===== src/inc/hcp_pkg.sv =====
// hcp_pkg: shared constants for the host control port, device and host ends
// assumes a 100 MHz mclk on both ends
package hcp_pkg;
  localparam int unsigned BYTE_BITS      = 8;
  localparam int unsigned CLK_PERIOD_NS  = 10;
  // strap sampling delay after reset release
  localparam int unsigned STRAP_DELAY_US = 1000;
  localparam int unsigned STRAP_CYCLES   = (STRAP_DELAY_US * 1000) / CLK_PERIOD_NS;
  // fixed upper address bits for the two-wire format
  localparam logic [4:0]  ADDR_UPPER     = 5'h07;
  localparam int unsigned ADDR_AD2_POS   = 2;
  localparam int unsigned ADDR_AD1_POS   = 1;
  // host serial clock half period in mclk cycles (minimum clock period 250 ns)
  localparam int unsigned SCK_HALF_NS    = 130;
  localparam int unsigned SCK_HALF_CYC   = (SCK_HALF_NS + CLK_PERIOD_NS - 1) / CLK_PERIOD_NS;
  // select setup ahead of the clock burst
  localparam int unsigned SEL_SETUP_NS   = 100;
  localparam int unsigned SEL_SETUP_CYC  = (SEL_SETUP_NS + CLK_PERIOD_NS - 1) / CLK_PERIOD_NS;
  localparam logic [7:0]  RESET_BYTE     = 8'h00;
endpackage


===== src/inc/hcp_if.sv =====
// hcp_if: the four-wire host control port link between host and device
// assumes the bench resolves the shared data wire from the enable
`timescale 1ns/10ps
`default_nettype none
interface hcp_if;
  logic sck;
  logic port_select_n;
  logic host_serial_in;
  logic host_serial_out_o;
  logic host_serial_out_oe;
  logic host_serial_out_i;
  modport dev  (input sck, port_select_n, host_serial_in, host_serial_out_i,
                output host_serial_out_o, host_serial_out_oe);
  modport host (output sck, port_select_n, host_serial_in,
                input host_serial_out_i);
endinterface
`default_nettype wire


===== src/rtl/hcp_device.sv =====
// hcp_device: slave end of the host control port, strap-selected format
// assumes link pins are asynchronous to mclk and the host drives the clock
// Operation
// - transfers move whole eight-bit bytes
// - port is slave only, never clocks
// - host makes clock and starts transfers
// - four-wire mode shifts out while shifting in
// - msb first, active while select low
// - sample input on rising serial clock
// - output changes on falling clock, msb at select
// - drive output while selected, else release
// - otherwise data pin acts open drain
// - strap high selects four-wire format
// - strap sampled 1 ms after reset
// - short bursts right-aligned, delivered at select rise
// - long bursts keep last eight bits
// - address straps form bits one and zero
`timescale 1ns/10ps
`default_nettype none
module hcp_device #(
  parameter int unsigned STRAP_CYCLES = hcp_pkg::STRAP_CYCLES
) (
  input  wire logic       mclk,
  input  wire logic       rstn,
  hcp_if.dev              link,
  input  wire logic       interface_select_strap,
  input  wire logic [7:0] tx_byte,
  output logic      [7:0] rx_byte,
  output logic            rx_valid,
  output logic            four_wire_mode,
  output logic            mode_ready,
  output logic      [6:0] slave_addr
);
  typedef enum logic [2:0] {
    HCP_MODE_WAIT = 3'b001,
    HCP_MODE_FOUR = 3'b010,
    HCP_MODE_TWO  = 3'b100
  } hcp_mode_t;

  hcp_mode_t   mode_reg;
  logic [2:0]  sck_sync_reg;
  logic [2:0]  sel_sync_reg;
  logic [1:0]  din_sync_reg;
  logic [1:0]  strap_sync_reg;
  logic [23:0] strap_cnt_reg;
  logic [7:0]  shift_in_reg;
  logic [7:0]  shift_out_reg;
  logic        out_bit_reg;
  logic [1:0]  addr_bits_reg;
  logic        strap_due;
  logic        sck_rise;
  logic        sck_fall;
  logic        sel_fall;
  logic        sel_rise;
  logic        selected;

  // one edge test for the synchronised clock and select pins, newer stage against the one before
  function automatic logic edge_of(input logic newer, input logic older,
                                   input logic to_high);
    return to_high ? (newer & ~older) : (~newer & older);
  endfunction

  // the strap moment is tested by two processes, so it is decoded once
  function automatic logic strap_take(input hcp_mode_t mode, input logic due);
    return (mode == HCP_MODE_WAIT) && due;
  endfunction

  assign sck_rise = edge_of(sck_sync_reg[1], sck_sync_reg[2], 1'b1);
  assign sck_fall = edge_of(sck_sync_reg[1], sck_sync_reg[2], 1'b0);
  assign sel_fall = edge_of(sel_sync_reg[1], sel_sync_reg[2], 1'b0);
  assign sel_rise = edge_of(sel_sync_reg[1], sel_sync_reg[2], 1'b1);
  assign selected = ~sel_sync_reg[1];

  // stage 0 feeds only stage 1; edges use stages 1 and 2, and the
  // clock resets to its idle low level so no false edge follows reset
  always_ff @(posedge mclk) begin
    if (!rstn) begin
      sck_sync_reg <= 3'h0;
    end else begin
      sck_sync_reg <= {sck_sync_reg[1:0], link.sck};
    end
  end

  // select resets high, its idle level
  always_ff @(posedge mclk) begin
    if (!rstn) begin
      sel_sync_reg <= 3'h7;
    end else begin
      sel_sync_reg <= {sel_sync_reg[1:0], link.port_select_n};
    end
  end

  always_ff @(posedge mclk) begin
    if (!rstn) begin
      din_sync_reg <= 2'h0;
    end else begin
      din_sync_reg <= {din_sync_reg[0], link.host_serial_in};
    end
  end

  always_ff @(posedge mclk) begin
    if (!rstn) begin
      strap_sync_reg <= 2'h0;
    end else begin
      strap_sync_reg <= {strap_sync_reg[0], interface_select_strap};
    end
  end

  // straps are read by a counter after release, never under reset, so a
  // strap that settles late in the reset pulse is still caught
  assign strap_due = (strap_cnt_reg >= 24'(STRAP_CYCLES - 1));

  always_ff @(posedge mclk) begin
    if (!rstn) begin
      strap_cnt_reg <= 24'h000000;
    end else if (mode_reg == HCP_MODE_WAIT && !strap_due) begin
      strap_cnt_reg <= strap_cnt_reg + 24'h000001;
    end
  end

  // format is chosen once; only a reset brings the port back to waiting
  always_ff @(posedge mclk) begin
    if (!rstn) begin
      mode_reg <= HCP_MODE_WAIT;
    end else begin
      case (mode_reg)
        HCP_MODE_WAIT: begin
          if (strap_take(mode_reg, strap_due)) begin
            mode_reg <= strap_sync_reg[1] ? HCP_MODE_FOUR : HCP_MODE_TWO;
          end
        end
        HCP_MODE_FOUR: begin
          mode_reg <= HCP_MODE_FOUR;
        end
        HCP_MODE_TWO: begin
          mode_reg <= HCP_MODE_TWO;
        end
        default: begin
          mode_reg <= HCP_MODE_WAIT;
        end
      endcase
    end
  end

  assign mode_ready     = (mode_reg != HCP_MODE_WAIT);
  assign four_wire_mode = (mode_reg == HCP_MODE_FOUR);

  // in two-wire format the data and select pins carry the address straps
  always_ff @(posedge mclk) begin
    if (!rstn) begin
      addr_bits_reg <= 2'h0;
    end else if (strap_take(mode_reg, strap_due)) begin
      addr_bits_reg <= {sel_sync_reg[1], din_sync_reg[1]};
    end
  end

  assign slave_addr = {hcp_pkg::ADDR_UPPER, addr_bits_reg};

  // shift register keeps only the newest eight bits, so short bursts
  // end right-aligned and long ones keep the last byte
  always_ff @(posedge mclk) begin
    if (!rstn) begin
      shift_in_reg <= hcp_pkg::RESET_BYTE;
    end else if (four_wire_mode) begin
      if (sel_fall) begin
        shift_in_reg <= hcp_pkg::RESET_BYTE;
      end else if (selected && sck_rise) begin
        shift_in_reg <= {shift_in_reg[6:0], din_sync_reg[1]};
      end
    end
  end

  always_ff @(posedge mclk) begin
    if (!rstn) begin
      rx_byte <= hcp_pkg::RESET_BYTE;
    end else if (four_wire_mode && sel_rise) begin
      rx_byte <= shift_in_reg;
    end
  end

  // strobe lasts one cycle whatever the length of the select pulse
  always_ff @(posedge mclk) begin
    if (!rstn) begin
      rx_valid <= 1'b0;
    end else begin
      rx_valid <= four_wire_mode & sel_rise;
    end
  end

  // the whole byte is loaded at select fall; each rising clock then moves
  // the next bit to the top and takes in the received one, so once the
  // loaded byte runs out the received bits are echoed back
  always_ff @(posedge mclk) begin
    if (!rstn) begin
      shift_out_reg <= hcp_pkg::RESET_BYTE;
    end else if (four_wire_mode) begin
      if (sel_fall) begin
        shift_out_reg <= tx_byte;
      end else if (selected && sck_rise) begin
        shift_out_reg <= {shift_out_reg[6:0], din_sync_reg[1]};
      end
    end
  end

  // the pin changes at select fall and then on each falling clock, after the host has sampled it
  always_ff @(posedge mclk) begin
    if (!rstn) begin
      out_bit_reg <= 1'b1;
    end else if (four_wire_mode) begin
      if (sel_fall) begin
        out_bit_reg <= tx_byte[7];
      end else if (selected && sck_fall) begin
        out_bit_reg <= shift_out_reg[7];
      end
    end
  end

  // two-wire protocol engine lies outside this block; the pin there only
  // ever pulls low, so it is released here
  assign link.host_serial_out_o  = four_wire_mode ? out_bit_reg : 1'b0;
  assign link.host_serial_out_oe = four_wire_mode & selected;
endmodule
`default_nettype wire


===== src/flat_wrapper.sv =====
// flat-port wrapper written by rule: the top's interface ports become plain ports
module hcp_device_flat 
#(
  parameter int unsigned STRAP_CYCLES = hcp_pkg::STRAP_CYCLES
)
  (mclk, rstn, interface_select_strap, tx_byte, rx_byte, rx_valid, four_wire_mode, mode_ready, slave_addr, link_sck, link_port_select_n, link_host_serial_in, link_host_serial_out_i, link_host_serial_out_o, link_host_serial_out_oe);
  hcp_if link_i ();
  input  wire logic mclk;
  input  wire logic rstn;
  input  wire logic interface_select_strap;
  input  wire logic [7:0] tx_byte;
  output logic      [7:0] rx_byte;
  output logic rx_valid;
  output logic four_wire_mode;
  output logic mode_ready;
  output logic      [6:0] slave_addr;
  input wire logic [$bits(link_i.sck)-1:0] link_sck;
  input wire logic [$bits(link_i.port_select_n)-1:0] link_port_select_n;
  input wire logic [$bits(link_i.host_serial_in)-1:0] link_host_serial_in;
  input wire logic [$bits(link_i.host_serial_out_i)-1:0] link_host_serial_out_i;
  output wire logic [$bits(link_i.host_serial_out_o)-1:0] link_host_serial_out_o;
  output wire logic [$bits(link_i.host_serial_out_oe)-1:0] link_host_serial_out_oe;
  assign link_i.sck = link_sck;
  assign link_i.port_select_n = link_port_select_n;
  assign link_i.host_serial_in = link_host_serial_in;
  assign link_i.host_serial_out_i = link_host_serial_out_i;
  assign link_host_serial_out_o = link_i.host_serial_out_o;
  assign link_host_serial_out_oe = link_i.host_serial_out_oe;
  hcp_device #(.STRAP_CYCLES(STRAP_CYCLES)) u_core (.mclk(mclk), .rstn(rstn), .link(link_i), .interface_select_strap(interface_select_strap), .tx_byte(tx_byte), .rx_byte(rx_byte), .rx_valid(rx_valid), .four_wire_mode(four_wire_mode), .mode_ready(mode_ready), .slave_addr(slave_addr));
endmodule

===== config.mk =====
export PLATFORM = sky130hd
export DESIGN_NAME = hcp_device_flat
export DESIGN_NICKNAME = d
export VERILOG_FILES = /design/src/inc/hcp_pkg.sv /design/src/inc/hcp_if.sv /design/src/rtl/hcp_device.sv /design/src/flat_wrapper.sv
export SDC_FILE = /design/constraint.sdc
export NUM_CORES = 1
export LEC_CHECK = 0
export ABC_AREA = 1
export BUFFER_PORTS_ARGS = -buffer_cell sky130_fd_sc_hd__buf_2
export CORE_MARGIN = 10
export CORE_UTILIZATION = 41
export CTS_BUF_LIST = sky130_fd_sc_hd__clkbuf_4 sky130_fd_sc_hd__clkbuf_8
export DETAILED_ROUTE_END_ITERATION = 16
export GPL_TIMING_DRIVEN = 0
export PLACE_DENSITY = 0.6
export SKIP_LAST_GASP = 1
export SYNTH_ARGS = -nofsm -noshare
export SYNTH_HDL_FRONTEND = slang
export SYNTH_SLANG_ARGS = --single-unit

===== constraint.sdc =====
create_clock -name mclk -period 1.7 [get_ports mclk]
set_input_delay 0.085 -clock mclk [delete_from_list [all_inputs] [get_ports mclk]]
set_output_delay 0.085 -clock mclk [all_outputs]
set_load 0.005 [all_outputs]

-- After elaboration in Yosys (flattened, before gate mapping)
Cells that the tools add are included.
- output and inout port bits: 20
- input port bits: 15
- register bits after elaboration: 65
- $add $sub $neg: 1
- muxes and demuxes: 10
- order comparisons: 1
- eq/ne operators: 5
- bitwise gates (word level): 10
- reductions and logical operators: 10
- operators by type and width (cell ; count):
    8-bit 2-to-1 mux ; 4
    24-bit by 1-bit adder with 24-bit output, second input constant ; 1
    24-bit by 17-bit >= comparator with 1-bit output, second input constant ; 1
    3-bit case mux with 3 select lines ; 1
    1-bit bitwise AND ; 6
    3-bit 2-to-1 mux ; 2
    1-bit logical AND ; 5
    1-bit NOT ; 4
    2-bit AND reduction ; 2
    2-bit nonzero test ; 2
    3-bit by 1-bit equality test with 1-bit output, second input constant ; 1
    3-bit by 2-bit equality test with 1-bit output, second input constant ; 1
    3-bit equality test, second input constant ; 1
    1-bit 2-to-1 mux ; 3
    3-bit by 1-bit inequality test with 1-bit output, second input constant ; 1
    2-bit inequality test, second input constant ; 1
    1-bit logical NOT ; 1

-- Longest topological paths before layout
Gate-level depths: netlist of the first run.
- word-level depth: 5
- depth in mapped cells: 10

-- Worst setup path before layout of the first run
Ideal clock, no wire load.
- path type: register -> register
- start point: reg u_core.strap_cnt_reg[0]
- end point: reg u_core.strap_cnt_reg[16]
- arrival: 1387 ps
- slack: 243 ps
- clock period less this slack: 1457 ps
- stages on the path, launching flop included: 10
- cell sequence: dfxtp_1 ha_1 nand2_1 nor2_1 nand2_1 nor2_1 nand2_1 nor2_1 nand3_1 a21oi_1
- cells in the longest elaborated chain, start to end: 3
- elaborated cells on any way between the ends: 4
- RTL lines (element ; RTL line ; text):
    from (decl) ; hcp_device.sv:45 ; logic [23:0] strap_cnt_reg;
    from (signal assigned) ; hcp_device.sv:117 ; strap_cnt_reg <= strap_cnt_reg + 24'h000001;
    24-bit by 17-bit >= comparator with 1-bit output ; hcp_device.sv:111 ; assign strap_due = (strap_cnt_reg >= 24'(STRAP_CYCLES - 1));
    1-bit logical NOT ; hcp_device.sv:116 ; end else if (mode_reg == HCP_MODE_WAIT && !strap_due) begin
    1-bit logical AND ; hcp_device.sv:116 ;
Several ways; a longest one is shown, not always the timed one.
A chain may end at the register's enable or synchronous reset.

-- Worst setup path in the final report of the first run
- start point: reg u_core.strap_cnt_reg[0]
- end point: reg u_core.strap_cnt_reg[14]
Same word-level chain as after synthesis.

==> summary.txt, run 1 <==
Outcome
  – Result of the run: completed

Yosys
  – FFs w/ async S/R, synth: 0%
  – Primary FF master, synth: dfxtp_1
  – Post-Syn Instances: 414
  – Top cell type by total area after synthesis: dfxtp_1
  – Mapped cell area: 2930 um^2
  – Most frequent cell after synthesis: nand2_1
  – Area contributors post-synth: dfxtp_1 44%, nand2_1 14%, nor2_1 6.5%
  – Register area share after synthesis: 44.4%
  – Top-area cell type share of the netlist area: 44.4%
  – Post-synth cell types: 30
  – Mean Syn Cell Area: 7.07 um^2
  – Post-synth EDFFs: 0
  – FF+latch count, synth: 65
  – Synth warn: 0
  – Synth cell count leaders: 112 x nand2_1, 65 x dfxtp_1, 51 x nor2_1

Layout
  – Fin cells: 567
  – Area Growth Syn to Fin: 21.1%
  – Total Nets Final: 482
  – Antenna Cells: 0
  – Share of cells above drive strength 1: 17.4%
  – Max FFs per register: 24

Pwr
  – PD cells: 861 nW/um^2
  – Pleak: 0.00157 uW
  – Maximum VDD drop: 517 uV
  – Total Power: 3050 uW

Critical path
  – Critical path cell sequence: ha_2 -> nand2_2 -> o21ai_2 -> nand3_2 -> buf_6 -> inv_2 -> nor2_4 -> nand3_1 -> a21oi_2
  – CP required: 1.90 ns
  – Cells on worst reg2reg path: 9
  – Delay-heaviest family, CP: flip-flops
  – CP endpoint kind: flip-flop
  – Critical Path Source Type: flip-flop
  – Worst path depth: 9
  – CP max stage cell: dfxtp_4
  – Critical Path AT: 1.80 ns
  – CP peak stage delay: 0.38 ns
  – Crit path buffers/inverters: 2
  – Crit Path Class: flip-flop to flip-flop
  – Worst Path Max Fanout: 10

Place
  – Placed Cells: 541
  – Routability-driven placement congestion ratio: 0.884
  – Port buffer count: 28
  – Dpl hpwl: 4790 um

Floorplanning
  – Die ar.: 10,900 um^2
  – Core area: 6870 um^2
  – Die X-Extent: 105 um
  – Row cnt: 30
  – IO Pins: 35
  – Initial core utilization: 42.6%
  – Die H: 105 um

GRT
  – Overall routing resource usage: 12.4%
  – Number of global-route vias before repair: 2,434
  – First-pass GRT wire length: 11,300 um
  – Antenna violations before repair: 0
  – Gr ovfl total: 0
  – Largest net degree at the start of global routing: 13

Clock network
  – Clock transition at path regs: 0.08 ns
  – Clk_lat worst skew: 0.34 ns
  – Clock tree buffer depth: 2
  – Clk sinks: 65
  – CTS tree: built
  – H-Tree Depth: 3
  – CTS Buf Count: 9
  – Root buffer cell: clkbuf_8

Drt
  – DRT Pass-1 Iters: 4
  – ANT nets after route: 0
  – Iter 0 DRT Violations: 152
  – Total Wirelength: 6700 um
  – Vias: 2,692
  – Via/cell ratio: 4.75
  – WL/cell: 11.8 um
  – # DRC: 0

Job
  – MaxCap Viol Count: 0

Worst hold path
  – Worst hold path depth: 3
  – Worst Hold Class: primary input to flip-flop

Timing
  – Slew margin rel.: 63.8%
  – Slew Limit Fails: 0
  – Final Hold Fails: 0
  – Clk_skew: 0.00870 ns
  – Setup-failing EPs final: 0
  – RSZ-0062 raised after global routing: yes
  – Min Tclk post-route: 1.60 ns
  – Period utilization: 94.3%
  – Max Freq: 0.624 GHz
  – Worst slew pin tran: 0.543 ns
[power breakdown]
part	leakage, uW	total, uW	internal, uW	switching, uW
sequential	0.000527	1580	1550	29.4
combinational	0.000947	245	99.1	146
clock	0.0000919	1220	613	610
total	0.00157	3050	2270	786
[routing by layer]
layer  global-route usage (%)  share of wire, %
met1                     16.0                49
met4                     5.47               1.4
met5                        0                 0
met2                     18.6                45
met3                     3.47               4.9
[cells by family (layout without fill, tap and decap cells)]
logic type / count (synthesis) / count (layout) / synth area share [%]
AO/OA/AOI/OAI: 59 / 59 / 11.2
buffers and inverters: 65 / 118 / 9.87
adder cells (fa/ha/maj): 1 / 1 / 0.427
XOR/XNOR: 5 / 5 / 1.50
AND/OR/NAND/NOR: 217 / 218 / 32.4
flip-flops: 65 / 65 / 44.4
other: 2 / 5 / 0.257
[area by class of cell]
type	instances	area, um^2
inverter	46	173
clock buffer	11	151
tap	96	120
fill	682	3320
buffer	19	126
clock inverter	5	37.5
timing repair buffer	37	225
sequential	65	1310
multi-input combinational	288	1410
[cell usage in the layout (no fill, tap or decap), types with 2 or more instances in the layout]
master and n:
dlygate4sd3_1 7, nor3_4 2, nor2_2 4, o21ai_0 18
nor2_4 2, xor2_1 5, nand3_2 2, a21oi_4 2
a31oi_1 7, clkinvlp_4 2, nand2_2 2, a21oi_1 27
clkbuf_1 5, nor2_1 48, nand3b_1 3, nand3_1 28
clkbuf_2 2, or2_2 2, buf_2 31, inv_1 44
clkbuf_8 11, buf_4 7, dfxtp_1 64, nand2_1 111
nand4_1 13, buf_6 4, conb_1 5
[repair_timing]
action	CTS	global route
endpoints found under the hold margin	7	0
gates cloned	1	0
gates resized for setup	2	18
setup buffers	0	2
hold buffers	7	0
pin swaps	1	2
setup endpoints to repair	19	29
[worst min-delay path: cells and delay by family]
family | cells | cell delay (ns)
buf+inv | 1 | 0.10
compound gates | 1 | 0.07
simple gates | 1 | 0.06
[path summary, 6_finish.rpt]
kind              slack [ns]                  endpoint               startpoint
hold reg to reg         0.41    u_core.sck_sync_reg[1]   u_core.sck_sync_reg[0]
hold / removal          0.02   u_core.shift_out_reg[6]               tx_byte[6]
setup / recovery         0.1  u_core.strap_cnt_reg[14]  u_core.strap_cnt_reg[0]
setup reg to reg         0.1  u_core.strap_cnt_reg[14]  u_core.strap_cnt_reg[0]
[through the flow]
step	util, %	hold WS, ns	area [um^2]	worst slack (ns)	setup TNS (ns)
finish	51.6	0.0205	3540	0.0967	0
CTS	50.5	0.00518	3470	-0.0293	-0.141
global placement	46.6	0.266	3200	-0.0490	-0.0659
global route	51.6	0.00747	3540	-0.0420	-0.0987
floorplan	-	0.183	2940	0.243	0
detailed placement	46.6	0.271	3200	-0.0671	-0.418
(Power assumes the default switching activity.)
==> run 2: changes to the inputs <==
GPL_TIMING_DRIVEN = not set   (was 0)
clock period = 1.85 ns   (was 1.7 ns; I/O delays follow)
==> run 2 against run 1 <==
  * Register-to-register slack improved by 0.12 ns
  * Core utilization down 1.1 points
  * Largest power group unchanged
  * Clock power up 3%
==> summary.txt, run 2 (same netlist as run 1, synthesis figures left out) <==
Timing
  – Min Tclk post-route: 1.63 ns
  – Period utilization: 88.4%
  – Hold_ws: 0.0140 ns
  – Slew Limit Fails: 0
  – Clk_skew: 0.0122 ns
  – Post-route setup TNS: 0 ns
  – Worst setup margin: 0.215 ns
  – Setup-failing EPs final: 0
  – Final Hold Fails: 0
  – RSZ-0062 raised after global routing: no
  – Max Freq: 0.612 GHz

Critical path
  – Critical Path AT: 1.54 ns
  – Crit Path Class: flip-flop to output pin
  – Critical Path Source Type: flip-flop
  – CP required: 1.76 ns
  – CP endpoint kind: output pin
  – Worst Path Max Fanout: 23

Drt
  – DRT Pass-1 Iters: 4
  – Iter 0 DRT Violations: 174
  – ANT nets after route: 0
  – # DRC: 0
  – Vias: 2,635
  – Total Wirelength: 6490 um
  – WL/cell: 11.6 um
  – Via/cell ratio: 4.71

Place
  – Dpl hpwl: 4460 um
  – Port buffer count: 28
  – Setup WS pre-CTS: 0.219 ns
  – Routability-driven placement congestion ratio: 0.921

Layout
  – Final core utilization: 50.5%
  – Share of cells above drive strength 1: 14.5%
  – Most frequent cells in the layout: 112 x nand2_1, 65 x dfxtp_1, 51 x nor2_1
  – Area of the multi-input gates: 1350 um^2
  – Area Growth Syn to Fin: 18.6%
  – Max FFs per register: 24
  – Antenna Cells: 0
  – Fillers: 705
  – Total Nets Final: 474
  – Commonest non-fill, non-tap cell in the layout: nand2_1
  – Register Area: 1300 um^2

Pwr
  – Gate power share: 7.7%
  – Clk pwr share: 43.0%
  – Pleak: 0.00155 uW
  – Maximum VDD drop: 555 uV
  – Seq pwr share: 49.3%
  – PD cells: 845 nW/um^2
  – Total Power: 2930 uW
  – Net Sw Frac: 26.3%
  – Int Pwr: 2160 uW
  – Psw: 771 uW

Clock network
  – CTS Buf Count: 9
  – H-Tree Depth: 3
  – CTS tree: built
  – Root buffer cell: clkbuf_8
  – Clock tree buffer depth: 2
  – Hold_buf cts: 9
  – Clk sinks: 65
  – Resized Gates After CTS: 0
  – Clk_lat worst skew: 0.35 ns
  – Clock transition at path regs: 0.07 ns
  – Setup bufs post-CTS: 0

Floorplanning
  – Initial core utilization: 42.6%
  – Row cnt: 30
  – Die ar.: 10,900 um^2
  – Core area: 6870 um^2
  – Die X-Extent: 105 um
  – Die H: 105 um
  – IO Pins: 35

GRT
  – Gr ovfl total: 0
  – Overall routing resource usage: 11.9%
  – First-pass GRT wire length: 11,000 um
  – Largest net degree at the start of global routing: 39
  – Number of global-route vias before repair: 2,427
  – Antenna violations before repair: 0

Outcome
  – Result of the run: completed

Worst hold path
  – Worst Hold Class: primary input to flip-flop

Job
  – MaxCap Viol Count: 0
==> run 2: cell types whose count changed in the layout (fill, tap and decap cells not counted), moves of 3 or more <==
| cell | delta |
|---|---|
| buf_4 | +5 |
| buf_6 | -4 |
| nor2_2 | -3 |
| clkbuf_1 | -5 |
| buf_2 | -3 |
| nor2_1 | +3 |
==> run 2: worst paths after layout <==
check / startpoint / end / slack [ns] / cells after the start
max: u_core.mode_reg[0] / mode_ready / 0.22 / 5
min: tx_byte[2] / u_core.shift_out_reg[2] / 0.01 / 3
max reg2reg: u_core.strap_cnt_reg[0] / u_core.strap_cnt_reg[9] / 0.22 / 9
min reg2reg: u_core.strap_sync_reg[0] / u_core.strap_sync_reg[1] / 0.42 / 2
==> run 2: cell type report <==
| type | count | share of cell area [%] |
|---|---|---|
| clock buffer | 9 | 3.57 |
| clock inverter | 7 | 2.45 |
| inverter | 46 | 4.97 |
| multi-input combinational | 287 | 38.8 |
| sequential | 65 | 37.5 |
| tap | 96 | 3.46 |
| timing repair buffer | 49 | 9.23 |
==> run 2: power by group through the flow <==
stage / combinational [uW] / clock, uW / sequential, uW
final: 226 / 1260 / 1450
after global routing: 256 / 1370 / 1450
after CTS: 225 / 1300 / 1450
after detailed placement: 210 / 0 / 1480
after global placement: 209 / 0 / 1480
after floorplan: 144 / 0 / 1480
==> run 2: routing by layer <==
metal	vias up	track usage, %	part of all wire [%]
li1	1406	-	-
met1	1177	15.2	50
met2	44	17.2	42
met3	8	4.71	6.0
met4	0	5.07	1.3
met5	-	0	0
==> run 2: worst max-delay path, cell delays in order, from the launching register on <==
cell and delay [ns]:
dfxtp_1 0.38, inv_1 0.10, nor3_4 0.16, buf_4 0.31
inv_1 0.11, buf_2 0.14
==> run 2: per-stage QoR <==
| stage | cells | instance area [um^2] |
|---|---|---|
| after CTS | 559 | 3470 |
| after global placement | 534 | 3170 |
| after global routing | 559 | 3470 |
| after floorplan | 417 | 2940 |
| final | 559 | 3470 |
| after detailed placement | 534 | 3170 |
